[config.mk]
export PLATFORM = sky130hd
export DESIGN_NAME = ugp_port
export DESIGN_NICKNAME = d
export VERILOG_FILES = /design/src/ugp_port.v /design/src/ugp_sync.v
export VERILOG_INCLUDE_DIRS = /design/src
export SDC_FILE = /design/constraint.sdc
export NUM_CORES = 1
export LEC_CHECK = 0
export ABC_AREA = 1
export BUFFER_PORTS_ARGS = -buffer_cell sky130_fd_sc_hd__buf_4
export CAP_MARGIN = 20
export CORE_MARGIN = 10
export CORE_UTILIZATION = 63
export DETAILED_ROUTE_END_ITERATION = 10
export GPL_TIMING_DRIVEN = 0
export HOLD_SLACK_MARGIN = 0.12
export PLACE_DENSITY_LB_ADDON = 0.08
export SETUP_SLACK_MARGIN = 0.3
export SLEW_MARGIN = 5
export SYNTH_ARGS = -nofsm -noshare
export SYNTH_HDL_FRONTEND = slang
export SYNTH_SLANG_ARGS = --single-unit
[constraint.sdc]
create_clock -name clock -period 3.4 [get_ports clock]
set_input_delay 0.68 -clock clock [delete_from_list [all_inputs] [get_ports clock]]
set_output_delay 0.68 -clock clock [all_outputs]
set_load 0.01 [all_outputs]
[src/ugp_regs.vh]
// Register map, field positions and reset values of the programmable I/O port
`ifndef UGP_REGS_VH
`define UGP_REGS_VH

`define UGP_OFS_IRQ_EN     4'h1
`define UGP_OFS_MODEM_CTL  4'h4
`define UGP_OFS_MODEM_STAT 4'h6
`define UGP_OFS_DIR        4'hA
`define UGP_OFS_LVL        4'hB
`define UGP_OFS_MASK       4'hC
`define UGP_OFS_CTL        4'hE

`define UGP_CTL_LATCH_BIT  0
`define UGP_CTL_MODE_BIT   1
`define UGP_CTL_SRST_BIT   3
`define UGP_IRQEN_MODEM_BIT 3
`define UGP_MDMCTL_DTR_BIT  0

`define UGP_PIN_RING       7
`define UGP_PIN_CARRIER    6
`define UGP_PIN_DTR        5
`define UGP_PIN_DSR        4

`define UGP_GPIO_ALL       8'hFF
`define UGP_GPIO_LOW       8'h0F
`define UGP_DTR_MASK       8'h20
`define UGP_RST_BYTE       8'h00

`endif

[src/ugp_port.v]
// Eight-pin programmable I/O port with modem-line option
`timescale 1ns/1ps
`include "ugp_regs.vh"
module ugp_port #(
  parameter AW = 4,
  parameter DW = 8
) (
  input  wire          clock,
  input  wire          arst_n,
  input  wire [AW-1:0] regAddr,
  input  wire [DW-1:0] regWrData,
  input  wire          regWrStb,
  input  wire          regRdStb,
  output reg  [DW-1:0] regRdData,
  input  wire [7:0]    pinIn,
  output reg  [7:0]    pinOut,
  output reg  [7:0]    pinOe,
  output reg           pinIrq,
  output reg           modemIrq,
  output reg           softResetPulse
);

  // ***********************************
  // Decoding helpers
  // ***********************************
  function [7:0] gpioOwned;
    input modemMode;
    begin
      gpioOwned = modemMode ? `UGP_GPIO_LOW : `UGP_GPIO_ALL;
    end
  endfunction

  function hit;
    input [AW-1:0] a;
    input [3:0]    ofs;
    begin
      hit = (a == ofs);
    end
  endfunction

  // ***********************************
  // State
  // ***********************************
  reg  [7:0] dir_ff;
  reg  [7:0] lvl_ff;
  reg  [7:0] mask_ff;
  reg        mode_ff;
  reg        latch_ff;
  reg  [7:0] irqEn_ff;
  reg  [7:0] modemCtl_ff;
  reg  [7:0] prev_ff;
  reg  [7:0] ref_ff;
  reg  [7:0] cap_ff;
  reg  [7:0] pend_ff;
  reg        carrierDelta_ff;
  reg        ringEdge_ff;
  reg        dDsr_ff;
  reg        srst_ff;

  reg  [7:0] nxt_pend;
  reg  [7:0] nxt_ref;
  reg  [7:0] nxt_cap;
  reg  [7:0] nxt_pinOut;
  reg  [7:0] nxt_pinOe;
  reg  [7:0] nxt_rdData;
  reg        nxt_carrierDelta;
  reg        nxt_ringEdge;
  reg        nxt_dDsr;

  wire [7:0] syncIn;

  ugp_sync #(
    .W (8)
  ) uSync (
    .clock  (clock),
    .arst_n (arst_n),
    .din    (pinIn),
    .dout   (syncIn)
  );

  wire [7:0] ownMask = gpioOwned(mode_ff);
  wire [7:0] inMask  = ~dir_ff & ownMask;
  wire [7:0] change  = syncIn ^ prev_ff;
  wire       wrDir   = regWrStb && hit(regAddr, `UGP_OFS_DIR);
  wire       rdLvl   = regRdStb && hit(regAddr, `UGP_OFS_LVL);
  wire       rdModemStat = regRdStb && hit(regAddr, `UGP_OFS_MODEM_STAT);
  wire       wrSrst  = regWrStb && hit(regAddr, `UGP_OFS_CTL)
                       && regWrData[`UGP_CTL_SRST_BIT];

  // Latched pins show the captured value until a level read or DIR write
  wire [7:0] lvlView = latch_ff ? ((pend_ff & cap_ff) | (~pend_ff & syncIn)) : syncIn;
  wire       modemStatusIrq = mode_ff && irqEn_ff[`UGP_IRQEN_MODEM_BIT];
  // A later change must not overwrite the value that raised the pending bit
  wire [7:0] capHold = pend_ff & ~{8{rdLvl || wrDir}};

  // ***********************************
  // Pin-change tracking
  // ***********************************
  always @*
  begin
    nxt_ref = (rdLvl || wrDir) ? syncIn : ref_ff;
    nxt_cap = latch_ff ? ((change & ~capHold & syncIn) | ((capHold | ~change) & cap_ff))
                       : syncIn;
    if (latch_ff)
    begin
      nxt_pend = pend_ff;
      if (rdLvl || wrDir)
        nxt_pend = 8'h00;
      nxt_pend = (nxt_pend | change) & inMask;
    end
    else
    begin
      nxt_pend = (syncIn ^ nxt_ref) & inMask;
    end
    if (wrDir)
      nxt_pend = nxt_pend & change & {8{latch_ff}};
  end

  // ***********************************
  // Modem status deltas
  // ***********************************
  always @*
  begin
    nxt_carrierDelta = rdModemStat ? 1'b0 : carrierDelta_ff;
    nxt_ringEdge     = rdModemStat ? 1'b0 : ringEdge_ff;
    nxt_dDsr         = rdModemStat ? 1'b0 : dDsr_ff;
    if (mode_ff)
    begin
      nxt_carrierDelta = nxt_carrierDelta | change[`UGP_PIN_CARRIER];
      nxt_ringEdge     = nxt_ringEdge | (change[`UGP_PIN_RING] & syncIn[`UGP_PIN_RING]);
      nxt_dDsr = nxt_dDsr | change[`UGP_PIN_DSR];
    end
  end

  // ***********************************
  // Pin drive
  // ***********************************
  always @*
  begin
    nxt_pinOe  = dir_ff & ownMask;
    nxt_pinOut = lvl_ff & nxt_pinOe;
    if (mode_ff)
    begin
      nxt_pinOe  = nxt_pinOe | `UGP_DTR_MASK;
      if (!modemCtl_ff[`UGP_MDMCTL_DTR_BIT])
        nxt_pinOut = nxt_pinOut | `UGP_DTR_MASK;
    end
  end

  // ***********************************
  // Read mux
  // ***********************************
  always @*
  begin
    nxt_rdData = `UGP_RST_BYTE;
    if (regRdStb)
    begin
      case (regAddr)
        `UGP_OFS_DIR:  nxt_rdData = dir_ff;
        `UGP_OFS_LVL:  nxt_rdData = lvlView;
        `UGP_OFS_MASK: nxt_rdData = mask_ff;
        `UGP_OFS_CTL:  nxt_rdData = {6'h00, mode_ff, latch_ff};
        `UGP_OFS_IRQ_EN:    nxt_rdData = irqEn_ff;
        `UGP_OFS_MODEM_CTL: nxt_rdData = modemCtl_ff;
        `UGP_OFS_MODEM_STAT:
        begin
          if (mode_ff)
            nxt_rdData = {~syncIn[`UGP_PIN_CARRIER], ~syncIn[`UGP_PIN_RING],
                          ~syncIn[`UGP_PIN_DSR], 1'b0,
                          carrierDelta_ff, ringEdge_ff, dDsr_ff, 1'b0};
        end
        default:       nxt_rdData = `UGP_RST_BYTE;
      endcase
    end
  end

  // ***********************************
  // Registers
  // ***********************************
  always @(posedge clock or negedge arst_n)
  begin
    if (!arst_n)
    begin
      dir_ff         <= `UGP_RST_BYTE;
      lvl_ff         <= `UGP_RST_BYTE;
      mask_ff        <= `UGP_RST_BYTE;
      mode_ff        <= 1'b0;
      latch_ff       <= 1'b0;
      irqEn_ff       <= `UGP_RST_BYTE;
      modemCtl_ff    <= `UGP_RST_BYTE;
      prev_ff        <= `UGP_RST_BYTE;
      ref_ff         <= `UGP_RST_BYTE;
      cap_ff         <= `UGP_RST_BYTE;
      pend_ff        <= `UGP_RST_BYTE;
      carrierDelta_ff <= 1'b0;
      ringEdge_ff    <= 1'b0;
      dDsr_ff        <= 1'b0;
      srst_ff        <= 1'b0;
      regRdData      <= `UGP_RST_BYTE;
      pinOut         <= `UGP_RST_BYTE;
      pinOe          <= `UGP_RST_BYTE;
      pinIrq         <= 1'b0;
      modemIrq       <= 1'b0;
      softResetPulse <= 1'b0;
    end
    else if (srst_ff)
    begin
      dir_ff         <= `UGP_RST_BYTE;
      lvl_ff         <= `UGP_RST_BYTE;
      mask_ff        <= `UGP_RST_BYTE;
      mode_ff        <= 1'b0;
      latch_ff       <= 1'b0;
      irqEn_ff       <= `UGP_RST_BYTE;
      modemCtl_ff    <= `UGP_RST_BYTE;
      prev_ff        <= syncIn;
      ref_ff         <= syncIn;
      cap_ff         <= syncIn;
      pend_ff        <= `UGP_RST_BYTE;
      carrierDelta_ff <= 1'b0;
      ringEdge_ff    <= 1'b0;
      dDsr_ff        <= 1'b0;
      srst_ff        <= 1'b0;
      regRdData      <= `UGP_RST_BYTE;
      pinOut         <= `UGP_RST_BYTE;
      pinOe          <= `UGP_RST_BYTE;
      pinIrq         <= 1'b0;
      modemIrq       <= 1'b0;
      softResetPulse <= 1'b0;
    end
    else
    begin
      if (regWrStb)
      begin
        case (regAddr)
          `UGP_OFS_DIR:  dir_ff  <= regWrData;
          `UGP_OFS_LVL:  lvl_ff  <= regWrData;
          `UGP_OFS_MASK: mask_ff <= regWrData;
          `UGP_OFS_IRQ_EN:    irqEn_ff    <= regWrData;
          `UGP_OFS_MODEM_CTL: modemCtl_ff <= regWrData;
          `UGP_OFS_CTL:
          begin
            mode_ff  <= regWrData[`UGP_CTL_MODE_BIT];
            latch_ff <= regWrData[`UGP_CTL_LATCH_BIT];
          end
          default:       ;
        endcase
      end
      srst_ff        <= wrSrst;
      softResetPulse <= wrSrst;
      prev_ff        <= syncIn;
      ref_ff         <= nxt_ref;
      cap_ff         <= nxt_cap;
      pend_ff        <= nxt_pend;
      carrierDelta_ff <= nxt_carrierDelta;
      ringEdge_ff    <= nxt_ringEdge;
      dDsr_ff        <= nxt_dDsr;
      regRdData      <= nxt_rdData;
      pinOut         <= nxt_pinOut;
      pinOe          <= nxt_pinOe;
      pinIrq         <= |(nxt_pend & mask_ff & ownMask);
      modemIrq       <= modemStatusIrq && (nxt_carrierDelta || nxt_ringEdge || nxt_dDsr);
    end
  end

endmodule // ugp_port

[src/ugp_sync.v]
// Two-stage synchroniser for the eight pin inputs
`timescale 1ns/1ps
module ugp_sync #(
  parameter W = 8
) (
  input  wire         clock,
  input  wire         arst_n,
  input  wire [W-1:0] din,
  output wire [W-1:0] dout
);

  // ***********************************
  // Per-bit double flop
  // ***********************************
  genvar i;
  generate
    for (i = 0; i < W; i = i + 1)
    begin : gSync
      reg meta_ff;
      reg stab_ff;
      always @(posedge clock or negedge arst_n)
      begin
        if (!arst_n)
        begin
          meta_ff <= 1'b0;
          stab_ff <= 1'b0;
        end
        else
        begin
          meta_ff <= din[i];
          stab_ff <= meta_ff;
        end
      end
      assign dout[i] = stab_ff;
    end
  endgenerate

endmodule // ugp_sync

* Yosys cells after proc, flatten, opt, wreduce, memory -nomap -nowiden
Cells that the tools add are included.
** Word-level totals
- Word-level logic and storage cells :: 153
- Register bits :: 120
- Input bits :: 24
** Cells by class
- Eq/ne operators :: 7
- Reductions and logical operators :: 24
- Multiplexer cells :: 53
- Bitwise logic cells :: 33
** Operators with widths (count)
- $mux W8 :: 31
- $and A8 B8 Y8 :: 15
- $pmux W8 S7 :: 1
- $not A8 Y8 :: 5
- $or A8 B8 Y8 :: 4
- $mux W1 :: 18
- $mux W6 :: 3
- $eq A4 B4 Y1 const B :: 4
- $xor A8 B8 Y8 :: 2
- $reduce_bool A2 Y1 :: 7
- $reduce_and A2 Y1 :: 6
- $eq A4 B3 Y1 const B :: 2
- $reduce_or A8 Y1 :: 1
- $logic_and A1 B1 Y1 :: 7
- $eq A4 B1 Y1 const B :: 1
- $logic_or A1 B1 Y1 :: 3
- $not A1 Y1 :: 3
- $or A1 B1 Y1 :: 3
- $and A1 B1 Y1 :: 1

* Longest topological paths before layout
- Depth after elaboration :: 15
- Gate-level depth with buffers :: 11
- Depth with buffers taken out :: 11

* Hierarchy
A second synthesis with hierarchy kept.
** Unflattened totals
- Cell total of the unflattened synthesis :: 582
- Area, all modules :: 5293.8 um^2
** By module, submodules not included
- ugp_port :: area an instance 4833.4 um^2, instances 1, cells each 558
- ugp_sync :: area an instance 460.4 um^2, instances 1, cells each 24

* Least setup slack after synthesis
No wires, ideal clock.
- Kind :: input -> register
- Start point :: input port regAddr[0]
- End point :: register pinIrq
- Arrival time :: 1613 ps
- Data required time :: 3280 ps
- Cell stages on the path :: 9
- Path buffers :: 1
- Setup slack :: 1666 ps
- Cell sequence :: nor2_2 -> nand3_4 -> buf_6 -> nand3_1 -> nand3_1 -> nand4_1 -> nand2_1 -> o21ai_1 -> nand2_1
** On the way
- Word-level cells in the longest chain between the ends :: 15
- Elaborated cells on any way between the ends :: 20
** RTL lines
- start, declared :: RTL line ugp_port.v:10 : input wire [AW-1:0] regAddr,
- $eq A4 B4 Y1 :: RTL line ugp_port.v:37 : hit = (a == ofs);
- $logic_and A1 B1 Y1, on equally long branches :: RTL line ugp_port.v:85, ugp_port.v:84
- $logic_or A1 B1 Y1 :: RTL line ugp_port.v:101, ugp_port.v:107
- $mux W8 :: RTL line ugp_port.v:107 : if (rdLvl || wrDir)
- $mux W8 :: RTL line ugp_port.v:104 : if (latch_ff)
- $or A8 B8 Y8 :: RTL line ugp_port.v:109 : nxt_pend = (nxt_pend | change) & inMask;
- $and A8 B8 Y8 :: RTL line ugp_port.v:109
- $mux W8 :: RTL line ugp_port.v:104
- $and A8 B8 Y8 (2 in a row) :: RTL line ugp_port.v:116 : nxt_pend = nxt_pend & change & {8{latch_ff}};
- $mux W8 (*) :: RTL line ugp_port.v:115 : if (wrDir)
- $and A8 B8 Y8 (*) (2 in a row) :: RTL line ugp_port.v:260 : pinIrq <= |(nxt_pend & mask_ff & ownMask);
- $reduce_or A8 Y1 (*) :: RTL line ugp_port.v:260
- $mux W1 (*) :: RTL line ugp_port.v:206 : else if (srst_ff)
- end signal, assigned :: RTL line ugp_port.v:260
- end, declared :: RTL line ugp_port.v:18 : output reg pinIrq,
Every way passes the cells marked *; elsewhere a longest branch is shown, timed or not. The select of a mux whose other input is x is not followed.
A chain may end at the register's enable or synchronous reset.

==> impl_results.md <==
* Largest net degree at the start of global routing at 65
* # Max-Cap Violations at 0
* CTS tree: done
* Drt wl/cell at 18.73 um
* Drt pass-1 iters at 6
* Drt via density at 5.929
* Total CTS buffers at 17
* Hold Path Class: in2async
* Mapped Cells at 598
* Synth area leaders: dfrtp_1 (57%), nand2_1 (7.6%), o21ai_0 (6.7%), inv_1 (6.7%), nand3_1 (3.5%)
* Comb power frac at 16.7%
* Area of the core at 0.008175 sq mm
* Yosys reg bits at 120
* Sequential fraction of the synthesis area at 57.01%
* Synth area leader: dfrtp_1
* Unique cell type count in the Yosys netlist at 36
* CP startpoint kind: flop
* Initial antenna violation count at 0
* Root Buffer: clkbuf_8
* Outcome: finished clean
* Int Power at 3106 uW
* Leakage at 0.003247 uW
* Setup CP Type: reg2reg
* Mapped cell area at 0.005268 sq mm
* Skew-Pair Late Insertion Delay at 530 ps
* Switching power at 1280 uW
* Synth top area share at 57.01%
* Crit end category: flop
* Multi-input gate area at 0.001785 sq mm
* Yosys warning total at 0
* # Post-CTS Setup Buffers at 0
* PwrDens at 684.2 mW/mm^2
* Syn avg cell area at 8.809 sq um
* Gpl congestion at 0.9467
* Top post-synthesis cells by count: dfrtp_1 (120), nand2_1 (106), inv_1 (94)
* Area Growth Syn to Fin at 21.71%
* Drt total wl at 14.70 mm
* Initial Util at 64.43%
* Largest fanout on the critical path at 9
* Total global routing overflow at 0
* Sw Ratio at 29.19%
* Dpl hpwl at 10.19 mm
* Most common cell in the netlist: dfrtp_1
* Clk slew on worst S/H paths at 60 ps
* Layout Nets at 693
* Data arrival time of the worst path at 2510 ps
* Post-layout min period at 2098 ps
* Slew headroom at 46.19%
* RSZ-0062 raised after global routing: no
* Fmax at 0.4766 GHz
* GRT Resource Usage Total at 23.76%
* Post-CTS sizing at 0
* Setup Skew at 8.953 ps
* Peak VDD IR at 484.7 uV
* Antenna viol nets, final at 0
* Via Count at 4654
* Vias in the first global route at 4673
* First-pass GRT wire length at 23.76 mm
* Die area at 0.01242 sq mm
* Synth Flop Type: dfrtp_1
* Async S/R FF share, synth at 100.0%
* Syn nets at 623
* Layout cells sized above 1 at 15.88%
* Number of enable flip-flop cells after synthesis at 0
* Worst Reg-to-Reg Cells at 5
* Period utilization at 61.71%
* Setup_tns at 0 ps
* Htree depth at 4
* Sequential share of power at 41.3%
* Final slew viol count at 0
* Final design utilization at 78.42%
* CTS Hold Bufs at 0
* DRC Markers at 0
* Clock buffer depth at 2
* Clk pwr share at 42.0%
* CTS Sinks at 120
* Die Span X at 111.4 um
* Die H at 111.4 um
* Worst slew pin tran at 804.2 ps
* Worst EP required at 3820 ps
* Total area of sequential cells at 0.003003 sq mm
* Ant diodes at 0
* Filler cell count at 574
* Setup violators final at 0
* Number of port buffers at 50
* Row cnt at 33
* Final hold vios at 0
* Initial DRC count at 525
* I/O pin count at 51
==> sequential cells by signal, indices dropped and copies added, names as in the netlist, 8 cells and up, named ones only <==
signal and count:
ref_ff 8, mask_ff 8, uSync.gSync.meta_ff 8, dir_ff 8, modemCtl_ff 8, pinOut 8
uSync.gSync.stab_ff 8, pinOe 8, prev_ff 8, irqEn_ff 8, pend_ff 8, lvl_ff 8
regRdData 8
==> path summary, 6_finish.rpt <==
path | from | endpoint | slack (ps)
worst max-delay path | latch_ff$_DFFE_PN0P_ | flop | 1300
worst max register to register | latch_ff$_DFFE_PN0P_ | flop | 1300
max in group asynchronous | arst_n | asynchronous set/reset pin | 2580
worst min register to register | uSync.gSync[2].meta_ff$_DFF_PN0_ | uSync.gSync[2].stab_ff$_DFF_PN0_ | 350
min in group clock | pinIn[0] | uSync.gSync[0].meta_ff$_DFF_PN0_ | 250
worst min-delay path | arst_n | pinOut[6]$_DFF_PN0_ | 110
==> logic make-up (layout without fill, tap and decap cells) <==
kind of cell | count (synthesis) | count (layout) | share of synthesized area [%]
adders and majority gates | 1 | 1 | 0.2375
buffers and inverters | 117 | 199 | 9.097
AOI/OAI and AO/OA | 118 | 118 | 12.23
and+or+nand+nor | 235 | 235 | 20.26
xor gates and xnor gates | 7 | 7 | 1.164
DFF | 120 | 120 | 57.01
==> per-layer routing <==
| layer | global-route usage, % | wire [um] |
|---|---|---|
| met4 | 11.57 | 478 |
| met1 | 29.43 | 6041 |
| met3 | 8.642 | 1368 |
| met2 | 36.11 | 6812 |
| met5 | 0 | 0 |
==> cell type report <==
type                            count  share of cell area, %
Clock buffer                       19                  6.889
Timing Repair Buffer               51                  6.343
Buffer                             19                  1.737
Clock inverter                     12                  2.557
Sequential cell                   120                  46.84
Tap cell                          105                  2.049
Multi-Input combinational cell    361                  27.85
Inverter                           98                  5.738
==> placed cells by master (no fill, tap or decap), types with 3 or more instances in the layout <==
cell type	instances
dfrtp_1	120
nand2_1	106
inv_1	94
o21ai_0	71
buf_4	51
nor2_1	46
nand3_1	37
nand4_1	22
clkbuf_16	16
nor3_1	13
a21oi_1	13
o22ai_1	9
buf_2	8
o21ai_1	8
xnor2_1	7
a31oi_1	5
clkbuf_1	5
inv_2	4
o211ai_1	4
buf_6	4
inv_6	4
clkbuf_8	3
bufinv_16	3
clkinv_4	3
==> stage by stage <==
stage / area (sq um) / hold WS [ps] / power [uW] / setup WS [ps] / cells
after global routing: 6411 / 125.8 / 4574 / 1269 / 785
after floorplan: 5268 / 331.2 / 2243 / 1666 / 598
after global placement: 5774 / 332.2 / 2500 / 1246 / 753
after detailed placement: 5806 / 336.3 / 2540 / 1226 / 754
after CTS: 6411 / 132.8 / 4375 / 1428 / 785
final: 6411 / 111.0 / 4387 / 1302 / 785
==> critical path: stages (launching register included) <==
cell,delay (ps)
dfrtp_1,530
inv_1,190
nor2_1,650
o21ai_0,300
o21ai_0,240
inv_1,60
==> power by group through the flow <==
stage / logic, uW / registers [uW] / clock network (uW)
after CTS: 725 / 1810 / 1840
after detailed placement: 711 / 1830 / 0
after global placement: 679 / 1820 / 0
after global routing: 820 / 1830 / 1920
after floorplan: 432 / 1810 / 0
final: 731 / 1810 / 1840
No activity file was read; power rests on OpenSTA's default activity.
